### src/include/fvp_pkg.sv
// constants, types and parameter contents for the vendor parameter block
// assumes a 100 MHz single clock and an AXI4-Lite register bus
package fvp_pkg;
  // register byte offsets
  localparam logic [7:0] OFF_STATUS = 8'h00; // status and sticky flags
  localparam logic [7:0] OFF_CMD = 8'h04; // command launch
  localparam logic [7:0] OFF_RESULT = 8'h08; // parameter byte result
  localparam logic [7:0] OFF_SUPPLY = 8'h60; // supply limits word
  localparam logic [7:0] OFF_FEAT = 8'h64; // feature and opcode word
  localparam logic [7:0] OFF_LOCK = 8'h68; // block lock and otp word
  localparam logic [7:0] OFF_SPARE = 8'h6C; // blank word
  // status bit positions
  localparam int SB_READY = 0; // power-up select delay elapsed
  localparam int SB_WEL = 1; // write enable latch
  localparam int SB_BUSY = 2; // parameter read in dummy or data phase
  localparam int SB_RVALID = 3; // result byte waiting
  localparam int SB_REJ = 4; // sticky: command refused
  localparam int SB_ARMED = 5; // reset enable seen
  // bus answers
  localparam logic [1:0] RESP_OKAY = 2'h0; // plain success
  localparam logic [1:0] RESP_SLVERR = 2'h2; // unmapped address
  // command opcodes
  localparam logic [7:0] OP_PRM_RD = 8'h5A; // parameter-table read
  localparam logic [7:0] OP_WREN = 8'h06; // set write enable latch
  localparam logic [7:0] OP_WRDI = 8'h04; // clear write enable latch
  localparam logic [7:0] OP_RST_EN = 8'h66; // reset enable
  localparam logic [7:0] OP_RST = 8'h99; // software reset
  localparam logic [1:0] PW_BAD = 2'h3; // pin width code with no meaning
  // command word carried by the command register
  typedef struct packed {
    logic [7:0] addr; // parameter byte address
    logic [1:0] data_w; // data pin width code
    logic [1:0] addr_w; // address pin width code
    logic [1:0] cmd_w; // opcode pin width code
    logic [7:0] opcode; // command opcode
  } fvp_cmd_t;
  localparam int CMD_W = 22; // bits of fvp_cmd_t
  typedef enum logic [1:0] {ST_IDLE = 2'h0, ST_DUMMY = 2'h1, ST_DATA = 2'h3} fvp_state_t;
  // timing
  localparam int CLK_PERIOD_NS = 10; // sys_clk period
  localparam int PUSD_NS = 1000; // power_up_select_delay, ns
  localparam int PUSD_CYC = (PUSD_NS + CLK_PERIOD_NS - 1) / CLK_PERIOD_NS; // rounded up
  localparam int DUMMY_CYC = 8; // wait states after address
  localparam logic [3:0] DUMMY_LAST = 4'(DUMMY_CYC - 1); // last dummy count
  // parameter fields
  localparam logic [15:0] VCC_MAX = 16'h3600; // supply maximum field
  localparam logic [15:0] VCC_MIN = 16'h2650; // supply minimum field
  localparam logic [3:0] FEAT_PINS = 4'hE; // no reset pin, hold, dpd, sw reset
  localparam logic [3:0] FEAT_SUSP = 4'hF; // suspends, unused, wrap read
  localparam logic [7:0] WRAP_OP = 8'h77; // wrap-around read opcode
  localparam logic [7:0] WRAP_LEN = 8'h64; // 8, 16, 32 and 64 byte wraps
  localparam logic [3:0] LOCK_FLAGS = 4'hC; // read lock 0, perm lock 0, unused 11
  localparam logic [1:0] LOCK_MODE = 2'h3; // default unprotected, otp present
  localparam logic [7:0] LOCK_OP = 8'hFF; // block lock opcode
  localparam logic [1:0] LOCK_KIND = 2'h2; // nonvolatile, individual lock absent
  localparam logic [15:0] BLANK16 = 16'hFFFF; // unused half word
  localparam logic [31:0] BLANK32 = 32'hFFFF_FFFF; // unused word
  localparam logic [31:0] W_SUPPLY = {VCC_MIN, VCC_MAX};
  localparam logic [31:0] W_FEAT = {WRAP_LEN, WRAP_OP, FEAT_SUSP, OP_RST, FEAT_PINS};
  localparam logic [31:0] W_LOCK = {BLANK16, LOCK_FLAGS, LOCK_MODE, LOCK_OP, LOCK_KIND};

  // parameter word at an aligned byte address
  function automatic logic [31:0] fvp_prm_word(input logic [7:0] a);
    logic [7:0] w;
    w = {a[7:2], 2'h0};
    case (w)
      OFF_SUPPLY: fvp_prm_word = W_SUPPLY;
      OFF_FEAT: fvp_prm_word = W_FEAT;
      OFF_LOCK: fvp_prm_word = W_LOCK;
      default: fvp_prm_word = BLANK32;
    endcase
  endfunction : fvp_prm_word
endpackage : fvp_pkg

### src/logic/fvp_por_timer.sv
// power-up select delay counter started by reset release
// assumes arst_n is the power-on reset, released synchronously by the system
`timescale 1ns/1ns
module fvp_por_timer #(
  parameter int unsigned CYCLES = fvp_pkg::PUSD_CYC // delay length in cycles, 1..65535
) (
  input wire logic sys_clk, // 100 MHz clock
  input wire logic arst_n, // power-on reset, active low
  output logic ready_q // delay elapsed, commands may run
);
  import fvp_pkg::*;
  localparam logic [15:0] LAST = 16'(CYCLES - 1); // final count value
  localparam logic [15:0] ONE = 16'h0001; // count step

  logic [15:0] cnt_q; // cycles since release

  // count up once, then hold
  always_ff @(posedge sys_clk or negedge arst_n) begin
    if (!arst_n) begin
      cnt_q <= '0;
    end else if (!ready_q) begin
      cnt_q <= cnt_q + ONE;
    end
  end

  // ready rises after the full delay
  always_ff @(posedge sys_clk or negedge arst_n) begin
    if (!arst_n) begin
      ready_q <= 1'h0;
    end else if (cnt_q == LAST) begin
      ready_q <= 1'h1;
    end
  end
endmodule : fvp_por_timer

### src/logic/fvp_rom.sv
// vendor parameter region, command gate and power-on state behind AXI4-Lite
// assumes the bus master runs on sys_clk; no synchronisers on bus inputs
//
// The AXI4-Lite register port and the address map were left to the implementer.
`timescale 1ns/1ns
// Functional notes
// - offsets 60h,61h read 00h,36h
// - offsets 62h,63h read 50h,26h
// - no reset pin; hold, dpd, reset supported
// - reset opcode 99h after 66h enable
// - suspend, wrap flags set; 66h reads 77h
// - offset 67h reads 64h wrap lengths
// - lock word reads CFFEh, upper ones
// - unused bytes including 6Ch-6Fh read FFh
// - parameter read only with uniform pin widths
// - dummy cycles follow address before data
// - power-up leaves write enable latch clear
// - read accepted after select delay elapses
module fvp_rom #(
  parameter int unsigned PUSD_CYCLES = fvp_pkg::PUSD_CYC // power-up select delay in cycles
) (
  input wire logic sys_clk, // 100 MHz clock
  input wire logic arst_n, // asynchronous reset, active low
  input wire logic [7:0] s_axi_awaddr, // write address
  input wire logic s_axi_awvalid, // write address valid
  output logic s_axi_awready, // write address ready
  input wire logic [31:0] s_axi_wdata, // write data
  input wire logic [3:0] s_axi_wstrb, // write byte strobes
  input wire logic s_axi_wvalid, // write data valid
  output logic s_axi_wready, // write data ready
  output logic [1:0] s_axi_bresp, // write response
  output logic s_axi_bvalid, // write response valid
  input wire logic s_axi_bready, // write response ready
  input wire logic [7:0] s_axi_araddr, // read address
  input wire logic s_axi_arvalid, // read address valid
  output logic s_axi_arready, // read address ready
  output logic [31:0] s_axi_rdata, // read data
  output logic [1:0] s_axi_rresp, // read response
  output logic s_axi_rvalid, // read data valid
  input wire logic s_axi_rready, // read data ready
  output logic power_up_done, // select delay elapsed
  output logic write_enable_latch // write enable latch state
);
  import fvp_pkg::*;
  localparam int DUMMY_LAT = DUMMY_CYC + 1; // launch to data state

  logic awready_q, wready_q, bvalid_q, arready_q, rvalid_q; // handshake flops
  logic [1:0] bresp_q, rresp_q; // answers
  logic [31:0] rdata_q; // read data flop
  logic aw_full_q, w_full_q; // write halves held
  logic [7:0] awaddr_q; // held write address
  logic [31:0] wdata_q; // held write data
  logic [3:0] wstrb_q; // held strobes
  logic ready_q; // delay elapsed
  logic wel_q, armed_q, rej_q, res_valid_q; // control state
  logic [7:0] result_q; // last parameter byte
  logic [7:0] prm_addr_q; // byte under read
  logic [3:0] dcnt_q; // dummy cycle count
  fvp_state_t state_q; // read sequencer
  logic aw_hs, w_hs, ar_hs, do_write; // bus events
  logic [7:0] waddr, raddr; // aligned addresses
  fvp_cmd_t cmd; // command view of held data
  logic cmd_go, prm_cmd, uniform, accept_rd, reject; // command decode
  logic rej_clr, res_rd; // software side effects
  logic [31:0] rd_word; // read mux
  logic rd_err, wr_err; // unmapped decode
  logic [31:0] prm_w; // word holding the byte under read

  // power-up select delay
  fvp_por_timer #(
    .CYCLES(PUSD_CYCLES)
  ) u_timer (
    .sys_clk(sys_clk),
    .arst_n(arst_n),
    .ready_q(ready_q)
  );

  // bus event decode
  always_comb begin
    aw_hs = s_axi_awvalid & awready_q;
    w_hs = s_axi_wvalid & wready_q;
    ar_hs = s_axi_arvalid & arready_q;
    do_write = aw_full_q & w_full_q & ~bvalid_q;
    waddr = {awaddr_q[7:2], 2'h0};
    raddr = {s_axi_araddr[7:2], 2'h0};
    wr_err = !(waddr inside {OFF_STATUS, OFF_CMD, OFF_RESULT, OFF_SUPPLY, OFF_FEAT, OFF_LOCK, OFF_SPARE});
    rd_err = !(raddr inside {OFF_STATUS, OFF_CMD, OFF_RESULT, OFF_SUPPLY, OFF_FEAT, OFF_LOCK, OFF_SPARE});
  end

  // command decode and gating
  always_comb begin
    cmd = fvp_cmd_t'(wdata_q[CMD_W-1:0]);
    cmd_go = do_write & (waddr == OFF_CMD) & (&wstrb_q[2:0]);
    prm_cmd = cmd_go & ready_q & (cmd.opcode == OP_PRM_RD);
    uniform = (cmd.cmd_w == cmd.addr_w) & (cmd.addr_w == cmd.data_w) & (cmd.cmd_w != PW_BAD);
    accept_rd = prm_cmd & uniform & (state_q == ST_IDLE);
    reject = prm_cmd & ~accept_rd;
    rej_clr = do_write & (waddr == OFF_STATUS) & wstrb_q[0] & wdata_q[SB_REJ];
    res_rd = ar_hs & (raddr == OFF_RESULT);
  end

  // write address channel
  always_ff @(posedge sys_clk or negedge arst_n) begin
    if (!arst_n) begin
      awready_q <= 1'h0;
      aw_full_q <= 1'h0;
      awaddr_q <= '0;
    end else if (aw_hs) begin
      awready_q <= 1'h0;
      aw_full_q <= 1'h1;
      awaddr_q <= s_axi_awaddr;
    end else if (bvalid_q & s_axi_bready) begin
      awready_q <= 1'h1;
      aw_full_q <= 1'h0;
    end else if (!aw_full_q) begin
      awready_q <= 1'h1; // open after reset
    end
  end

  // write data channel
  always_ff @(posedge sys_clk or negedge arst_n) begin
    if (!arst_n) begin
      wready_q <= 1'h0;
      w_full_q <= 1'h0;
      wdata_q <= '0;
      wstrb_q <= '0;
    end else if (w_hs) begin
      wready_q <= 1'h0;
      w_full_q <= 1'h1;
      wdata_q <= s_axi_wdata;
      wstrb_q <= s_axi_wstrb;
    end else if (bvalid_q & s_axi_bready) begin
      wready_q <= 1'h1;
      w_full_q <= 1'h0;
    end else if (!w_full_q) begin
      wready_q <= 1'h1;
    end
  end

  // write response after both halves
  always_ff @(posedge sys_clk or negedge arst_n) begin
    if (!arst_n) begin
      bvalid_q <= 1'h0;
      bresp_q <= RESP_OKAY;
    end else if (do_write) begin
      bvalid_q <= 1'h1;
      bresp_q <= wr_err ? RESP_SLVERR : RESP_OKAY;
    end else if (s_axi_bready) begin
      bvalid_q <= 1'h0;
    end
  end

  // read data mux
  always_comb begin
    rd_word = '0;
    case (raddr)
      OFF_STATUS: begin
        rd_word[SB_READY] = ready_q;
        rd_word[SB_WEL] = wel_q;
        rd_word[SB_BUSY] = (state_q != ST_IDLE);
        rd_word[SB_RVALID] = res_valid_q;
        rd_word[SB_REJ] = rej_q;
        rd_word[SB_ARMED] = armed_q;
      end
      OFF_RESULT: rd_word[7:0] = result_q;
      OFF_SUPPLY, OFF_FEAT, OFF_LOCK, OFF_SPARE: rd_word = fvp_prm_word(raddr);
      default: rd_word = '0;
    endcase
  end

  // read channel, one cycle answer
  always_ff @(posedge sys_clk or negedge arst_n) begin
    if (!arst_n) begin
      arready_q <= 1'h0;
      rvalid_q <= 1'h0;
      rdata_q <= '0;
      rresp_q <= RESP_OKAY;
    end else if (ar_hs) begin
      arready_q <= 1'h0;
      rvalid_q <= 1'h1;
      rdata_q <= rd_word;
      rresp_q <= rd_err ? RESP_SLVERR : RESP_OKAY;
    end else if (rvalid_q & s_axi_rready) begin
      rvalid_q <= 1'h0;
      arready_q <= 1'h1;
    end else if (!rvalid_q) begin
      arready_q <= 1'h1;
    end
  end

  // write enable latch, clear from reset
  always_ff @(posedge sys_clk or negedge arst_n) begin
    if (!arst_n) begin
      wel_q <= 1'h0;
    end else if (cmd_go & ready_q) begin
      if (cmd.opcode == OP_WREN) begin
        wel_q <= 1'h1;
      end else if (cmd.opcode == OP_WRDI) begin
        wel_q <= 1'h0;
      end else if ((cmd.opcode == OP_RST) & armed_q) begin
        wel_q <= 1'h0;
      end
    end
  end

  // reset enable must directly precede reset
  always_ff @(posedge sys_clk or negedge arst_n) begin
    if (!arst_n) begin
      armed_q <= 1'h0;
    end else if (cmd_go & ready_q) begin
      armed_q <= (cmd.opcode == OP_RST_EN);
    end
  end

  // refused flag, set wins over clear
  always_ff @(posedge sys_clk or negedge arst_n) begin
    if (!arst_n) begin
      rej_q <= 1'h0;
    end else if (reject) begin
      rej_q <= 1'h1;
    end else if (rej_clr) begin
      rej_q <= 1'h0;
    end
  end

  // parameter read: dummy cycles then data
  always_ff @(posedge sys_clk or negedge arst_n) begin
    if (!arst_n) begin
      state_q <= ST_IDLE;
      dcnt_q <= '0;
      prm_addr_q <= '0;
    end else begin
      case (state_q)
        ST_IDLE: begin
          if (accept_rd) begin
            state_q <= ST_DUMMY;
            dcnt_q <= '0;
            prm_addr_q <= cmd.addr;
          end
        end
        ST_DUMMY: begin
          if (dcnt_q == DUMMY_LAST) begin
            state_q <= ST_DATA;
          end else begin
            dcnt_q <= dcnt_q + 4'h1;
          end
        end
        ST_DATA: state_q <= ST_IDLE;
        default: state_q <= ST_IDLE;
      endcase
    end
  end

  // result byte and its valid flag; set wins over read-clear
  always_comb prm_w = fvp_prm_word(prm_addr_q);
  always_ff @(posedge sys_clk or negedge arst_n) begin
    if (!arst_n) begin
      result_q <= '0;
      res_valid_q <= 1'h0;
    end else if (state_q == ST_DATA) begin
      result_q <= prm_w[{prm_addr_q[1:0], 3'h0} +: 8];
      res_valid_q <= 1'h1;
    end else if (res_rd) begin
      res_valid_q <= 1'h0;
    end
  end

  // outputs
  assign s_axi_awready = awready_q;
  assign s_axi_wready = wready_q;
  assign s_axi_bvalid = bvalid_q;
  assign s_axi_bresp = bresp_q;
  assign s_axi_arready = arready_q;
  assign s_axi_rvalid = rvalid_q;
  assign s_axi_rdata = rdata_q;
  assign s_axi_rresp = rresp_q;
  assign power_up_done = ready_q;
  assign write_enable_latch = wel_q;
endmodule : fvp_rom

### config.mk
export PLATFORM = sky130hd
export DESIGN_NAME = fvp_rom
export DESIGN_NICKNAME = d
export VERILOG_FILES = /design/src/include/fvp_pkg.sv /design/src/logic/fvp_por_timer.sv /design/src/logic/fvp_rom.sv
export SDC_FILE = /design/constraint.sdc
export NUM_CORES = 1
export LEC_CHECK = 0
export BUFFER_PORTS_ARGS = -buffer_cell sky130_fd_sc_hd__buf_2
export CORE_AREA = 2 2 98 100
export CTS_CLUSTER_DIAMETER = 50
export DETAILED_ROUTE_END_ITERATION = 12
export DIE_AREA = 0 0 100 102
export GPL_ROUTABILITY_DRIVEN = 0
export PLACE_DENSITY_LB_ADDON = 0.1
export SLEW_MARGIN = 10
export SYNTH_ARGS = -nofsm -noshare
export SYNTH_HDL_FRONTEND = slang
export SYNTH_HIERARCHICAL = 1
export SYNTH_SLANG_ARGS = --single-unit
### constraint.sdc
create_clock -name sys_clk -period 2 [get_ports sys_clk]
set_clock_uncertainty 0.1 [all_clocks]
set_input_delay 0.1 -clock sys_clk [delete_from_list [all_inputs] [get_ports sys_clk]]
set_output_delay 0.1 -clock sys_clk [all_outputs]
set_load 0.02 [all_outputs]
==> key figures <==
Synth
  • Ys Warns: 6
  • Mux share of post-synthesis cell area: 0.108
  • Leading area contributor after synthesis: dfrtp_1
  • Ys flop type: dfrtp_1
  • Share of the synthesized area in the top cell type: 0.543
  • Seq cells post-synth: 95
  • Commonest cells post-synth: dfrtp_1 (95), mux2_2 (41), nand2_1 (39)
  • Register area share after synthesis: 0.543
  • Avg Inst Size Synth: 11.6 um^2
  • Post-synth EDFFs: 0
  • Synth top area cells: dfrtp_1 (54%), mux2_2 (11%), buf_4 (3.6%)
  • Post-synthesis adder-cell area fraction: 0.00572
  • Simple-Gate Fraction of Synth Area: 0.158
  • Most common cell in the netlist: dfrtp_1
  • Compound-gate portion of the synthesized area: 0.100
  • Post-synthesis cell type count: 55
  • Synth Area in XOR/XNOR: 0.0337
  • Largest family of logic cells by synthesized area: simple AND/OR/NAND/NOR gates
  • Post-synth ARST share: 1.00
  • Synth Instances: 379
  • Syn Std Cell Area: 4380 um^2

STA
  • Setup Viol. Count Final: 0
  • WHS: around 43 ps
  • Final Critical Period: between 1500 and 2000 ps
  • RSZ-0062 raised after global routing: true
  • Worst slew pin tran: around 600 ps
  • Hold Vio Cnt, Final: 0
  • Crit share post-route: 0.994
  • Max Slew Vio Count: 0
  • Slew HR: 0.598
  • Setup WS post-layout: approximately 12 ps
  • Fmax: approximately 500 MHz

Clocking
  • CTS tree: built
  • Root Buffer: clkbuf_8
  • H-tree Lvls: 3
  • Max clock buf depth: 2
  • Worst-Skew Late Latency: about 350 ps
  • # clock sinks: 95
  • Num CTS Buffers: 9
  • CTS clock-pin slew for the worst setup and hold paths: ~100 ps

Power
  • Total power: approximately 5.1 mW
  • Flop pwr share: 0.518
  • Maximum VDD drop: ~770 uV
  • Switching share of total power: 0.303
  • Power Density: about 920 nW/um^2
  • P_leak: 2.63 nW
  • Comb power frac: 0.257
  • Clock share of power: 0.225
  • Net Switching: 1.54 mW
  • Internal power: 3.54 mW

Finish
  • ANT cells: 0
  • Layout cells sized above 1: 0.354
  • FF+latch area: approximately 2400 um^2
  • Area growth syn-to-layout: 26.5%
  • Final net count: between 500 and 600
  • Post-route cell area: roughly 5500 um^2
  • Fillers: 738
  • Multi-input gate area: around 1800 um^2
  • Fin cells: slightly above 600

Worst setup path
  • Startpoint types: register
  • Kind of critical path: register to register
  • Worst Path Required: roughly 2100 ps
  • Worst Setup End Kind: register
  • CP arrival: 2120 ps
  • Worst Path Max Fanout: 5

Route
  • Detailed-route via count: between 3000 and 4000
  • Drt total wl: about 9000 um
  • Router iterations before antenna repair: 4
  • Antenna viol nets, final: 0
  • DR vias/cell: 5.21
  • WL/cell: approximately 14 um
  • DRC viols: 0
  • First DRT Iteration DRCs: 125

Floorplanning
  • Cell Rows: 35
  • Die Wd: 100 um
  • Io pins: approximately 100
  • Die area: 10200 um^2
  • Starting Density: 0.481
  • Die H: around 100 um
  • CORE AREA: 9110 um^2

Min path
  • Hold crit path type: primary input to register

Global route
  • Vias in the first global route: around 3200
  • Global-route wire length before repair: roughly 15000 um
  • Initial antenna violation count: 0
  • Total track usage: 0.184
  • Largest net degree at the start of global routing: 56
  • GRT overflow: 0

Placement
  • Port bufs: 84
  • Area after DPL: a little under 5000 um^2
  • Placed cells: roughly 560
  • DPL Wire Length: slightly above 6000 um
  • Pre-CTS WS: -78.0 ps

Run status
  • Run status: finished, final reports clean

Job
  • Max-cap check violation count: 0
-- power by group through the flow --
stage | registers [mW] | clock network (mW) | logic, mW
2_1_floorplan | 2.66 | 0 | 0.714
3_3_place_gp | 2.61 | 0 | 1.15
3_5_place_dp | 2.63 | 0 | 1.18
4_1_cts | 2.61 | 1.18 | 1.26
5_1_grt | 2.68 | 1.27 | 1.43
6_report | 2.63 | 1.14 | 1.30
-- layer usage --
layer,part of all wire,GRT usage,up-vias
li1,-,-,1596
met1,0.49,0.258,1554
met2,0.46,0.290,80
met3,0.036,0.0308,10
met4,0.012,0.0685,0
met5,0,0,-
-- registers in the layout, indices dropped and copies added, names as in the netlist, 2 cells and up --
register       flops
result_q           7
state_q            2
dcnt_q             4
awaddr_q           6
u_timer/cnt_q     16
s_axi_rdata       13
wdata_q           22
prm_addr_q         8
wstrb_q            3
-- cell type report --
| type | count | share of cell area |
|---|---|---|
| flip-flops and latches | 95 | 0.430 |
| multi-input cells | 249 | 0.331 |
| repair buffers | 145 | 0.178 |
| clock buffers | 11 | 0.0255 |
| well taps | 111 | 0.0251 |
| clock inverters | 5 | 0.00610 |
| inverters | 6 | 0.00407 |
-- cells in the final DEF, fill, tap and decap left out, types with 9 or more instances in the layout --
cell,n
nand2_1,38
mux2_2,37
a21oi_1,13
xnor2_1,9
clkbuf_8,10
o21ai_0,22
dlygate4sd3_1,36
nor2_1,16
and3_1,9
dfrtp_1,94
buf_2,83
buf_4,24
-- per-stage QoR --
| stage | setup TNS [ps] | utilization |
|---|---|---|
| floorplan | -253 | - |
| global placement | -114 | 0.538 |
| detailed placement | -537 | 0.538 |
| CTS | 0 | 0.600 |
| global route | -327 | 0.608 |
| finish | 0 | 0.608 |
-- final timing paths --
kind	startpoint	end	slack, ps	depth (start not counted)
max in group asynchronous	arst_n	wdata_q[2]	1090	3
worst max-delay path	awaddr_q[6]	prm_addr_q[7]	10	5
worst max register to register	awaddr_q[6]	prm_addr_q[7]	10	5
worst min-delay path	s_axi_araddr[5]	s_axi_rdata[28]	40	3
min in group asynchronous	arst_n	u_timer/cnt_q[8]	90	2
worst min register to register	s_axi_rdata[7]	s_axi_rdata[7]	380	2
-- logic make-up after synthesis --
| kind of cell | after synthesis |
|---|---|
| xor gates and xnor gates | 16 |
| muxes | 42 |
| adders and majority gates | 2 |
| and+or+nand+nor | 121 |
| buffers and inverters | 36 |
| DFF | 95 |
| other | 1 |
| AOI/OAI and AO/OA | 66 |
-- timing repair --
item | in CTS | in global routing
gates cloned | 0 | 1
hold buffers | 36 | 0
endpoints found under the hold margin | 134 | 0
endpoints found under the setup margin | 10 | 10
gates resized for setup | 4 | 8
pin swaps | 0 | 2
setup buffers | 0 | 5
-- critical path, cell delays in order, from the launching register on --
cell	delay, ps
dfrtp_1	440
nor4b_4	370
nand4_4	180
a2111oi_4	260
buf_6	180
mux2_2	340
Power figures use the tool's default switching activity.
